==> config.mk <==
export PLATFORM = sky130hd
export DESIGN_NAME = clock_and_low_power_control
export DESIGN_NICKNAME = d
export VERILOG_FILES = /design/src/clock_lp_pkg.sv /design/src/clock_and_low_power_control.sv
export SDC_FILE = /design/constraint.sdc
export NUM_CORES = 1
export LEC_CHECK = 0
export BUFFER_PORTS_ARGS = -buffer_cell sky130_fd_sc_hd__buf_2
export CORE_MARGIN = 1
export CORE_UTILIZATION = 30
export DETAILED_ROUTE_END_ITERATION = 16
export MAX_ROUTING_LAYER = met4
export SLEW_MARGIN = 5
export SYNTH_ARGS = -nofsm -noshare
export SYNTH_HDL_FRONTEND = slang
export SYNTH_SLANG_ARGS = --single-unit
==> constraint.sdc <==
create_clock -name clk_i -period 4.8 [get_ports clk_i]
set_input_delay 1.2 -clock clk_i [delete_from_list [all_inputs] [get_ports clk_i]]
set_output_delay 1.2 -clock clk_i [all_outputs]
set_load 0.05 [all_outputs]
==> src/clock_lp_pkg.sv <==
// Package for the clock and low-power control block: register map,
// field layout, reset values, low-power states and timing constants.
// Assumes a 32-bit AHB-Lite register bus and a 100 MHz system clock.
package clock_lp_pkg;

  // ---------------------------------------------------------------
  // Register map (byte addresses)
  // ---------------------------------------------------------------
  localparam logic [11:0] SYS_CTRL_ONE_OFS = 12'h000;
  localparam logic [11:0] CLK_STATUS_OFS   = 12'h004;

  // ---------------------------------------------------------------
  // Control register fields
  // ---------------------------------------------------------------
  localparam int SLEEP_SEL_LSB = 12;
  localparam int RATIO_LSB     = 9;
  localparam int ADC_EN_BIT    = 7;
  localparam int SCI_EN_BIT    = 6;
  localparam int EVM_EN_BIT    = 2;
  localparam int FLASH_ON_BIT  = 0;

  // Reset values: ratio all ones, peripheral clocks off, flash on
  localparam logic [2:0] RATIO_RESET    = 3'h7;
  localparam logic [1:0] SLEEP_RESET    = 2'h0;
  localparam logic       PERIPH_RESET   = 1'b0;
  localparam logic       FLASH_ON_RESET = 1'b1;

  // Sleep select values
  localparam logic [1:0] SLEEP_CPU_ONLY = 2'h0;
  localparam logic [1:0] SLEEP_ALL_DOM  = 2'h1;

  // ---------------------------------------------------------------
  // Status register fields
  // ---------------------------------------------------------------
  localparam int STAT_STATE_LSB  = 0;
  localparam int STAT_LOCKED_BIT = 4;
  localparam int STAT_RATIO_LSB  = 8;

  // ---------------------------------------------------------------
  // Timing
  // ---------------------------------------------------------------
  localparam int CLK_PERIOD_NS    = 10;
  localparam int PLL_LOCK_TIME_NS = 1000;
  localparam int PLL_LOCK_CYCLES  =
    (PLL_LOCK_TIME_NS + CLK_PERIOD_NS - 1) / CLK_PERIOD_NS;
  localparam int WATCHDOG_DIV     = 512;

  // Software visible control fields
  typedef struct packed {
    logic [1:0] sleep_sel;
    logic [2:0] ratio;
    logic       adc_en;
    logic       sci_en;
    logic       evm_en;
    logic       flash_on;
  } ctrl_t;

  // Low-power sequencer states
  typedef enum logic [2:0] {
    ST_RUN,
    ST_CPU_STOP,
    ST_ALL_STOP,
    ST_HALT,
    ST_RELOCK
  } lp_state_t;

endpackage : clock_lp_pkg

==> src/clock_and_low_power_control.sv <==
// Clock generation and low-power control with an AHB-Lite register slave.
// Assumes clk_i runs at four times the reference input rate, so every
// device clock rate is a whole division of clk_i; all clocks leave as
// one-cycle enable pulses for gating downstream logic.
//
// Notes on behaviour
// - Three-bit writable PLL ratio select field
// - Ratio in bits 11:9 picks output multiple
// - Ratio resets to all ones, half rate
// - Idle stops CPU clocks, output clock runs except in halt and relock until the PLL settles
// - Reset or interrupt ends CPU idle
// - Separate gated CPU and system domains
// - Bits 13:12 choose low-power mode on idle
// - Second mode stops both domains, rest on
// - First mode wakes on peripheral or external interrupts, reset, protect
// - Second mode wakes on wakeup or external interrupts, reset, protect
// - Halt stops oscillator, PLL, watchdog; protect wakes
// - Peripheral clock enables reset to off
// - Running normally keeps every clock on
// - Watchdog clock is output clock over 512
//
// Local design decisions: the address map and the AHB-Lite slave port.
`timescale 1ns/1ps

module clock_and_low_power_control #(
  parameter int LOCK_CYCLES = clock_lp_pkg::PLL_LOCK_CYCLES,
  parameter int WD_DIV      = clock_lp_pkg::WATCHDOG_DIV
) (
  // Clock and reset
  input  wire logic        clk_i,
  input  wire logic        reset_i,
  // AHB-Lite slave
  input  wire logic        hsel_i,
  input  wire logic [31:0] haddr_i,
  input  wire logic [1:0]  htrans_i,
  input  wire logic        hwrite_i,
  input  wire logic [2:0]  hsize_i,
  input  wire logic [31:0] hwdata_i,
  input  wire logic        hready_i,
  output logic      [31:0] hrdata_o,
  output logic             hreadyout_o,
  output logic             hresp_o,
  // CPU and wake sources
  input  wire logic        idle_exec_i,
  input  wire logic        periph_irq_i,
  input  wire logic        ext_irq_i,
  input  wire logic        wakeup_irq_i,
  input  wire logic        power_drive_protect_input_n_i,
  // Clock enables and power controls
  output logic             device_output_clock_o,
  output logic             cpu_clk_en_o,
  output logic             sys_clk_en_o,
  output logic             watchdog_tick_clock_o,
  output logic             adc_clk_en_o,
  output logic             sci_clk_en_o,
  output logic             event_manager_unit_clk_en_o,
  output logic             osc_enable_o,
  output logic             pll_enable_o,
  output logic             flash_power_o,
  output logic             cpu_idle_o
);

  // ---------------------------------------------------------------
  // Declarations
  // ---------------------------------------------------------------
  clock_lp_pkg::ctrl_t     ctrl_q;
  clock_lp_pkg::lp_state_t state_q;
  logic                    wr_pend_q;
  logic                    rd_pend_q;
  logic [11:0]             addr_q;
  logic [2:0]              active_ratio_q;
  logic [2:0]              lock_target_q;
  logic [15:0]             lock_cnt_q;
  logic [2:0]              div_cnt_q;
  logic [8:0]              wd_cnt_q;
  logic                    addr_phase;
  logic                    pll_locked;
  logic                    pll_run;
  logic                    dev_pulse;
  logic                    protect_on;
  logic                    cpu_dom_on;
  logic                    sys_dom_on;
  logic [31:0]             ctrl_word;
  logic [31:0]             stat_word;
  logic [31:0]             rd_word;

  localparam logic [15:0] LOCK_LOAD = 16'(LOCK_CYCLES);
  localparam logic [8:0]  WD_LAST   = 9'(WD_DIV - 1);

  // ---------------------------------------------------------------
  // Bus slave
  // ---------------------------------------------------------------
  // Transfer taken only when this slave and the bus are both ready
  assign addr_phase = hsel_i && htrans_i[1] && hready_i && hreadyout_o;

  // Address phase capture; reads get one wait state so that a read
  // right behind a write sees the freshly written value
  always_ff @(posedge clk_i) begin
    if (reset_i) begin
      wr_pend_q <= 1'b0;
      rd_pend_q <= 1'b0;
      addr_q    <= 12'h000;
    end else begin
      wr_pend_q <= addr_phase && hwrite_i;
      rd_pend_q <= addr_phase && !hwrite_i;
      if (addr_phase) begin
        addr_q <= haddr_i[11:0];
      end
    end
  end

  // Wait state on reads only; response is always OKAY
  always_ff @(posedge clk_i) begin
    if (reset_i) begin
      hreadyout_o <= 1'b1;
      hresp_o     <= 1'b0;
      hrdata_o    <= 32'h0000_0000;
    end else begin
      hresp_o <= 1'b0;
      if (addr_phase && !hwrite_i) begin
        hreadyout_o <= 1'b0;
      end else if (rd_pend_q) begin
        hreadyout_o <= 1'b1;
        hrdata_o    <= rd_word;
      end
    end
  end

  // Read images; bits not listed read as zero
  always_comb begin
    ctrl_word = 32'h0000_0000;
    ctrl_word[clock_lp_pkg::SLEEP_SEL_LSB +: 2] = ctrl_q.sleep_sel;
    ctrl_word[clock_lp_pkg::RATIO_LSB +: 3]     = ctrl_q.ratio;
    ctrl_word[clock_lp_pkg::ADC_EN_BIT]         = ctrl_q.adc_en;
    ctrl_word[clock_lp_pkg::SCI_EN_BIT]         = ctrl_q.sci_en;
    ctrl_word[clock_lp_pkg::EVM_EN_BIT]         = ctrl_q.evm_en;
    ctrl_word[clock_lp_pkg::FLASH_ON_BIT]       = ctrl_q.flash_on;
    stat_word = 32'h0000_0000;
    stat_word[clock_lp_pkg::STAT_STATE_LSB +: 3] = state_q;
    stat_word[clock_lp_pkg::STAT_LOCKED_BIT]     = pll_locked;
    stat_word[clock_lp_pkg::STAT_RATIO_LSB +: 3] = active_ratio_q;
    case (addr_q)
      clock_lp_pkg::SYS_CTRL_ONE_OFS: rd_word = ctrl_word;
      clock_lp_pkg::CLK_STATUS_OFS:   rd_word = stat_word;
      default:                        rd_word = 32'h0000_0000;
    endcase
  end

  // Control register; unmapped and status writes are dropped
  always_ff @(posedge clk_i) begin
    if (reset_i) begin
      ctrl_q.sleep_sel <= clock_lp_pkg::SLEEP_RESET;
      ctrl_q.ratio     <= clock_lp_pkg::RATIO_RESET;
      ctrl_q.adc_en    <= clock_lp_pkg::PERIPH_RESET;
      ctrl_q.sci_en    <= clock_lp_pkg::PERIPH_RESET;
      ctrl_q.evm_en    <= clock_lp_pkg::PERIPH_RESET;
      ctrl_q.flash_on  <= clock_lp_pkg::FLASH_ON_RESET;
    end else if (wr_pend_q &&
                 addr_q == clock_lp_pkg::SYS_CTRL_ONE_OFS) begin
      ctrl_q.sleep_sel <= hwdata_i[clock_lp_pkg::SLEEP_SEL_LSB +: 2];
      ctrl_q.ratio     <= hwdata_i[clock_lp_pkg::RATIO_LSB +: 3];
      ctrl_q.adc_en    <= hwdata_i[clock_lp_pkg::ADC_EN_BIT];
      ctrl_q.sci_en    <= hwdata_i[clock_lp_pkg::SCI_EN_BIT];
      ctrl_q.evm_en    <= hwdata_i[clock_lp_pkg::EVM_EN_BIT];
      // Flash is never cut by hardware; software must clear this first
      ctrl_q.flash_on  <= hwdata_i[clock_lp_pkg::FLASH_ON_BIT];
    end
  end

  // ---------------------------------------------------------------
  // Low-power sequencer
  // ---------------------------------------------------------------
  assign protect_on = !power_drive_protect_input_n_i;

  // Reset wakes every mode through reset_i itself
  always_ff @(posedge clk_i) begin
    if (reset_i) begin
      state_q <= clock_lp_pkg::ST_RUN;
    end else begin
      case (state_q)
        clock_lp_pkg::ST_RUN: begin
          if (idle_exec_i) begin
            if (ctrl_q.sleep_sel == clock_lp_pkg::SLEEP_CPU_ONLY) begin
              state_q <= clock_lp_pkg::ST_CPU_STOP;
            end else if (ctrl_q.sleep_sel ==
                         clock_lp_pkg::SLEEP_ALL_DOM) begin
              state_q <= clock_lp_pkg::ST_ALL_STOP;
            end else begin
              state_q <= clock_lp_pkg::ST_HALT;
            end
          end
        end
        clock_lp_pkg::ST_CPU_STOP: begin
          if (periph_irq_i || ext_irq_i || protect_on) begin
            state_q <= clock_lp_pkg::ST_RUN;
          end
        end
        clock_lp_pkg::ST_ALL_STOP: begin
          // Ordinary peripheral interrupts cannot reach a stopped domain
          if (wakeup_irq_i || ext_irq_i || protect_on) begin
            state_q <= clock_lp_pkg::ST_RUN;
          end
        end
        clock_lp_pkg::ST_HALT: begin
          if (protect_on) begin
            state_q <= clock_lp_pkg::ST_RELOCK;
          end
        end
        clock_lp_pkg::ST_RELOCK: begin
          // Oscillator and PLL restart; CPU waits for a settled clock
          if (pll_locked) begin
            state_q <= clock_lp_pkg::ST_RUN;
          end
        end
        default: begin
          state_q <= clock_lp_pkg::ST_RUN;
        end
      endcase
    end
  end

  // Domain gating per mode; normal running keeps everything on
  assign cpu_dom_on = (state_q == clock_lp_pkg::ST_RUN);
  assign sys_dom_on = (state_q == clock_lp_pkg::ST_RUN) ||
                      (state_q == clock_lp_pkg::ST_CPU_STOP);
  assign pll_run    = (state_q != clock_lp_pkg::ST_HALT);

  // ---------------------------------------------------------------
  // PLL model and ratio switching
  // ---------------------------------------------------------------
  assign pll_locked = (lock_cnt_q == 16'h0000);

  // A new target, or a restart after halt, reloads the settle timer
  always_ff @(posedge clk_i) begin
    if (reset_i) begin
      lock_target_q <= clock_lp_pkg::RATIO_RESET;
      lock_cnt_q    <= 16'h0000;
    end else if (!pll_run) begin
      lock_cnt_q    <= LOCK_LOAD;
    end else if (ctrl_q.ratio != lock_target_q) begin
      lock_target_q <= ctrl_q.ratio;
      lock_cnt_q    <= LOCK_LOAD;
    end else if (!pll_locked) begin
      lock_cnt_q    <= lock_cnt_q - 16'h0001;
    end
  end

  // Period is ratio plus one clk_i cycles: code 0 is four times the
  // reference, code 7 half of it. Old period runs until the settle
  // timer ends, and the new one is taken only at a period boundary,
  // so no short pulse appears during the change.
  assign dev_pulse = pll_run && (div_cnt_q == active_ratio_q) &&
                     (state_q != clock_lp_pkg::ST_RELOCK || pll_locked);

  always_ff @(posedge clk_i) begin
    if (reset_i) begin
      div_cnt_q      <= 3'h0;
      active_ratio_q <= clock_lp_pkg::RATIO_RESET;
    end else if (dev_pulse) begin
      div_cnt_q <= 3'h0;
      if (pll_locked) begin
        active_ratio_q <= lock_target_q;
      end
    end else if (pll_run && div_cnt_q != active_ratio_q) begin
      div_cnt_q <= div_cnt_q + 3'h1;
    end
  end

  // Watchdog tick counts output clock pulses; halt stops it with them
  always_ff @(posedge clk_i) begin
    if (reset_i) begin
      wd_cnt_q <= 9'h000;
    end else if (dev_pulse) begin
      wd_cnt_q <= (wd_cnt_q == WD_LAST) ? 9'h000 : wd_cnt_q + 9'h001;
    end
  end

  // ---------------------------------------------------------------
  // Registered outputs
  // ---------------------------------------------------------------
  // Clock enables: one cycle behind the internal pulse
  always_ff @(posedge clk_i) begin
    if (reset_i) begin
      device_output_clock_o       <= 1'b0;
      cpu_clk_en_o                <= 1'b0;
      sys_clk_en_o                <= 1'b0;
      watchdog_tick_clock_o       <= 1'b0;
      adc_clk_en_o                <= 1'b0;
      sci_clk_en_o                <= 1'b0;
      event_manager_unit_clk_en_o <= 1'b0;
    end else begin
      device_output_clock_o <= dev_pulse;
      cpu_clk_en_o          <= dev_pulse && cpu_dom_on;
      sys_clk_en_o          <= dev_pulse && sys_dom_on;
      watchdog_tick_clock_o <= dev_pulse &&
                               (wd_cnt_q == WD_LAST);
      adc_clk_en_o          <= dev_pulse && sys_dom_on &&
                               ctrl_q.adc_en;
      sci_clk_en_o          <= dev_pulse && sys_dom_on &&
                               ctrl_q.sci_en;
      event_manager_unit_clk_en_o <= dev_pulse && sys_dom_on &&
                                     ctrl_q.evm_en;
    end
  end

  // Power controls and idle indication
  always_ff @(posedge clk_i) begin
    if (reset_i) begin
      osc_enable_o  <= 1'b1;
      pll_enable_o  <= 1'b1;
      flash_power_o <= clock_lp_pkg::FLASH_ON_RESET;
      cpu_idle_o    <= 1'b0;
    end else begin
      osc_enable_o  <= pll_run;
      pll_enable_o  <= pll_run;
      flash_power_o <= ctrl_q.flash_on;
      cpu_idle_o    <= !cpu_dom_on;
    end
  end

endmodule : clock_and_low_power_control

==> flow_summary_export.csv <==
group,metric,value,unit
clock_tree,clk_path_buf_depth,2,
clock_tree,cts_buffers,9,
synthesis,avgSynthCellArea,8.53,sq um
synthesis,synthTopCellsByArea,"dfxtp_1, nand2_1, nand3_1",
grt,antenna_found_initial,0,
floorplanning,dieArea,13100,sq um
synthesis,ys_async_sr_fraction,0,%
route,drt_pass1_iterations,4,
grt,grt_pass1_vias,3032,
worst_setup_path,arrival,2.71,ns
sta,post-route-period-util,52.3,%
placement,preCtsSetupSlack,1.96,ns
run_status,status,"completed",
floorplanning,initial_core_util,31.2,%
hold_path,min_path_cells,2,
route,dr.first_iter.drc_count,111,
worst_setup_path,required,5.00,ns
clock_tree,ctsHoldBuffers,0,
pwr,power_density,492,nW/um^2
hold_path,min_from,"hrdata_o[12]",
grt,grt.overflow.total,0,
synthesis,synth-seq-area-share,43.8,%
layout,nFillCells,1263,
sta,skew,0.00823,ns
grt,grt_pass1_wl,14900,um
worst_setup_path,reg2reg_to,"wd_cnt_q[3]",
layout,syn2layout_area_growth,16.5,%
layout,diodes,0,
route,drt-total-wl,8800,um
pwr,internal_power,0.00139,W
synthesis,syn-instance-count,445,
clock_tree,cts_tree,"yes",
route,drtAntennaViolNets,0,
sta,tns,0,ns
synthesis,synth_seq_cells,83,
worst_setup_path,r2r_cells,6,
synthesis,synth_edf_count,0,
sta,setup_viol,0,
placement,globalplace.congestion,0.763,
worst_setup_path,path_cells,"buf_2, nand4_1, o21a_1, nand3_1, a21oi_1",
sta,tightest_slew,0.646,ns
floorplanning,core,12200,sq um
sta,hold_viol,0,
synthesis,syn-cell-area,3800,sq um
route,dr_total_vias,3282,
pwr,power_frac_comb,28.9,%
worst_setup_path,reg2reg_from,"lock_cnt_q[0]",
sta,rsz0062_at_grt,"false",
pwr,p_clk_share,32.6,%
clock_tree,cts.repair.resized,0,
hold_path,min_path_type,"register to register",
layout,layout-drive-gt1-share,18.4,%
synthesis,yosysTopAreaCell,"dfxtp_1",
floorplanning,io_pins,124,
worst_setup_path,cp_num_buf_inv,1,
worst_setup_path,crit_path_top_delay_cell,"o21a_1",
sta,max_freq,398,MHz
route,drc,0,
sta,slew_headroom,56.5,%
floorplanning,die_h,115,um
grt,grt_max_degree,54,
worst_setup_path,start_kind,"primary input",
synthesis,ys_types,59,
floorplanning,rows,40,
worst_setup_path,cp-end-kind,"register",
worst_setup_path,crit_fanout,16,
layout,final_nets,572,
sta,worst_slack,2.29,ns
route,wl_per_cell,13.3,um
hold_path,hold_end,"hrdata_o[12]",
clock_tree,cts.sinks,83,
clock_tree,cts-root-buf,"clkbuf_16",
placement,place_hpwl,6300,um
synthesis,ys_warn_count,0,
pwr,cellLeakagePower,1.69,nW
clock_tree,clock_latency,0.34,ns
sta,hold_ws,0.455,ns
sta,drv_slew,0,
clock_tree,post-cts-setup-buffers,0,
worst_setup_path,critPathMaxStageDelay,0.60,ns
floorplanning,die_w,115,um
worst_setup_path,worst-r2r-setup-slack,2.32,ns
pwr,power_frac_seq,38.5,%
route,via_per_inst,4.96,
synthesis,ys.flop_type,"dfxtp_1",
clock_tree,cts_max_level,3,
synthesis,synth_top_area_share,43.8,%
pwr,vdd_drop_max,0.000180,V
worst_setup_path,critPathTopFamily,"simple AND/OR/NAND/NOR gates",
layout,fin_util,36.4,%
job,cap_viol_max_count,0,
placement,port_buffers,55,
worst_setup_path,criticalPathCategory,"primary input to register",
clock_tree,path_clk_slew,0.06,ns
pwr,p_sw,0.000784,W
pwr,p_sw_share,36.0,%
sta,post-route-min-period,2.51,ns
grt,grt.total_usage,14.6,%
[cells in the mapped netlist (2+ instances only)]
library cell	count
dfxtp_1	83
nand2_1	68
nand3_1	40
a21oi_1	36
buf_4	24
clkbuf_1	17
nor2_1	15
nor3_1	10
nand4_1	8
nor4_1	8
o21ai_0	8
a31oi_1	7
and3_1	6
inv_1	6
mux2i_1	6
o31ai_1	6
or2_2	6
or4_1	6
and2_1	5
and4_1	5
or3_1	5
buf_2	4
ha_1	4
nor2b_1	4
xnor2_1	4
a211oi_1	3
nand3b_1	3
nor4_4	3
o21ai_1	3
o32ai_1	3
xor2_1	3
a221oi_1	2
a32o_1	2
clkinv_1	2
nand2_2	2
o211ai_1	2
o22ai_1	2
o41ai_1	2
or4b_1	2
[flip-flops by register name, summed over array words and instances (netlist names), 3 cells and up]
| signal | count |
|---|---|
| addr_q | 12 |
| lock_target_q | 3 |
| hrdata_o | 12 |
| wd_cnt_q | 9 |
| active_ratio_q | 3 |
| lock_cnt_q | 16 |
| ctrl_q | 9 |
| state_q | 3 |
| div_cnt_q | 3 |
[cell families after synthesis]
kind of cell	after synthesis	synth area share, %
flip-flops	83	43.8
AND/OR/NAND/NOR	203	28.8
buffers and inverters	53	7.74
XOR/XNOR	7	1.61
other	1	0.0988
multiplexers	7	1.88
AO/OA/AOI/OAI	87	14.8
adder cells (fa/ha/maj)	4	1.32
[power groups by stage]
| stage | Combinational [W] | Clock, W | Sequential [W] |
|---|---|---|---|
| after floorplan | 0.000544 | 0 | 0.000841 |
| after global placement | 0.000609 | 0 | 0.000848 |
| after detailed placement | 0.000628 | 0 | 0.000854 |
| after CTS | 0.000632 | 0.000724 | 0.000838 |
| after global routing | 0.000706 | 0.000754 | 0.000849 |
| final | 0.000629 | 0.000710 | 0.000837 |
[metrics by stage]
step | std cells | area, sq um | power, W
after CTS | 662 | 4420 | 0.00219
after floorplan | 465 | 3870 | 0.00139
after global routing | 662 | 4420 | 0.00231
after global placement | 646 | 4120 | 0.00146
after detailed placement | 646 | 4120 | 0.00148
final | 662 | 4420 | 0.00218
[worst reg2reg max path, cell delays in order, from the launching register on]
cell      delay (ns)
dfxtp_1         0.34
inv_1           0.09
ha_1            0.29
nor4b_1         0.44
and4_1          0.65
o211ai_2        0.25
o32ai_1         0.33
[how the worst max path moves through the flow]
stage | startpoint | endpoint | cells past startpoint
after floorplan | hready_i | hrdata_o[10] | 5
after global placement | hready_i | hrdata_o[12] | 5
after detailed placement | hready_i | hrdata_o[12] | 5
after CTS | hready_i | hrdata_o[12] | 5
after global routing | lock_cnt_q[0] | wd_cnt_q[3] | 6
final | hready_i | hrdata_o[12] | 5
[routing by layer]
layer  wire length, um  vias up  global-route usage (%)
met4                97        0                    3.98
li1                  -     1653                       -
met5                 0        -                       -
met3               273        9                    2.96
met2              4380       64                    24.9
met1              4050     1556                    17.6
[cells in the final DEF (no fill, tap or decap), types with 5 or more instances in the layout]
master     instances
dfxtp_1           83
nand2_1           68
buf_2             55
nand3_1           40
a21oi_1           36
conb_1            21
nor2_1            15
nor3_1            10
clkbuf_16          9
nand4_1            8
o21ai_0            8
nor4_1             8
a31oi_1            7
inv_1              6
and3_1             6
mux2i_1            6
or4_1              6
or2_2              6
o31ai_1            6
or3_1              5
and4_1             5
and2_1             5
[area by class of cell]
| cell class | count | area [sq um] | area share (%) |
|---|---|---|---|
| timing repair buffer | 58 | 298 | 6.73 |
| tap | 168 | 210 | 4.75 |
| sequential | 83 | 1660 | 37.6 |
| clock inverter | 7 | 81.3 | 1.84 |
| clock buffer | 9 | 225 | 5.09 |
| inverter | 8 | 30.0 | 0.679 |
| multi-input combinational | 329 | 1920 | 43.3 |
Power figures use the tool's default switching activity.
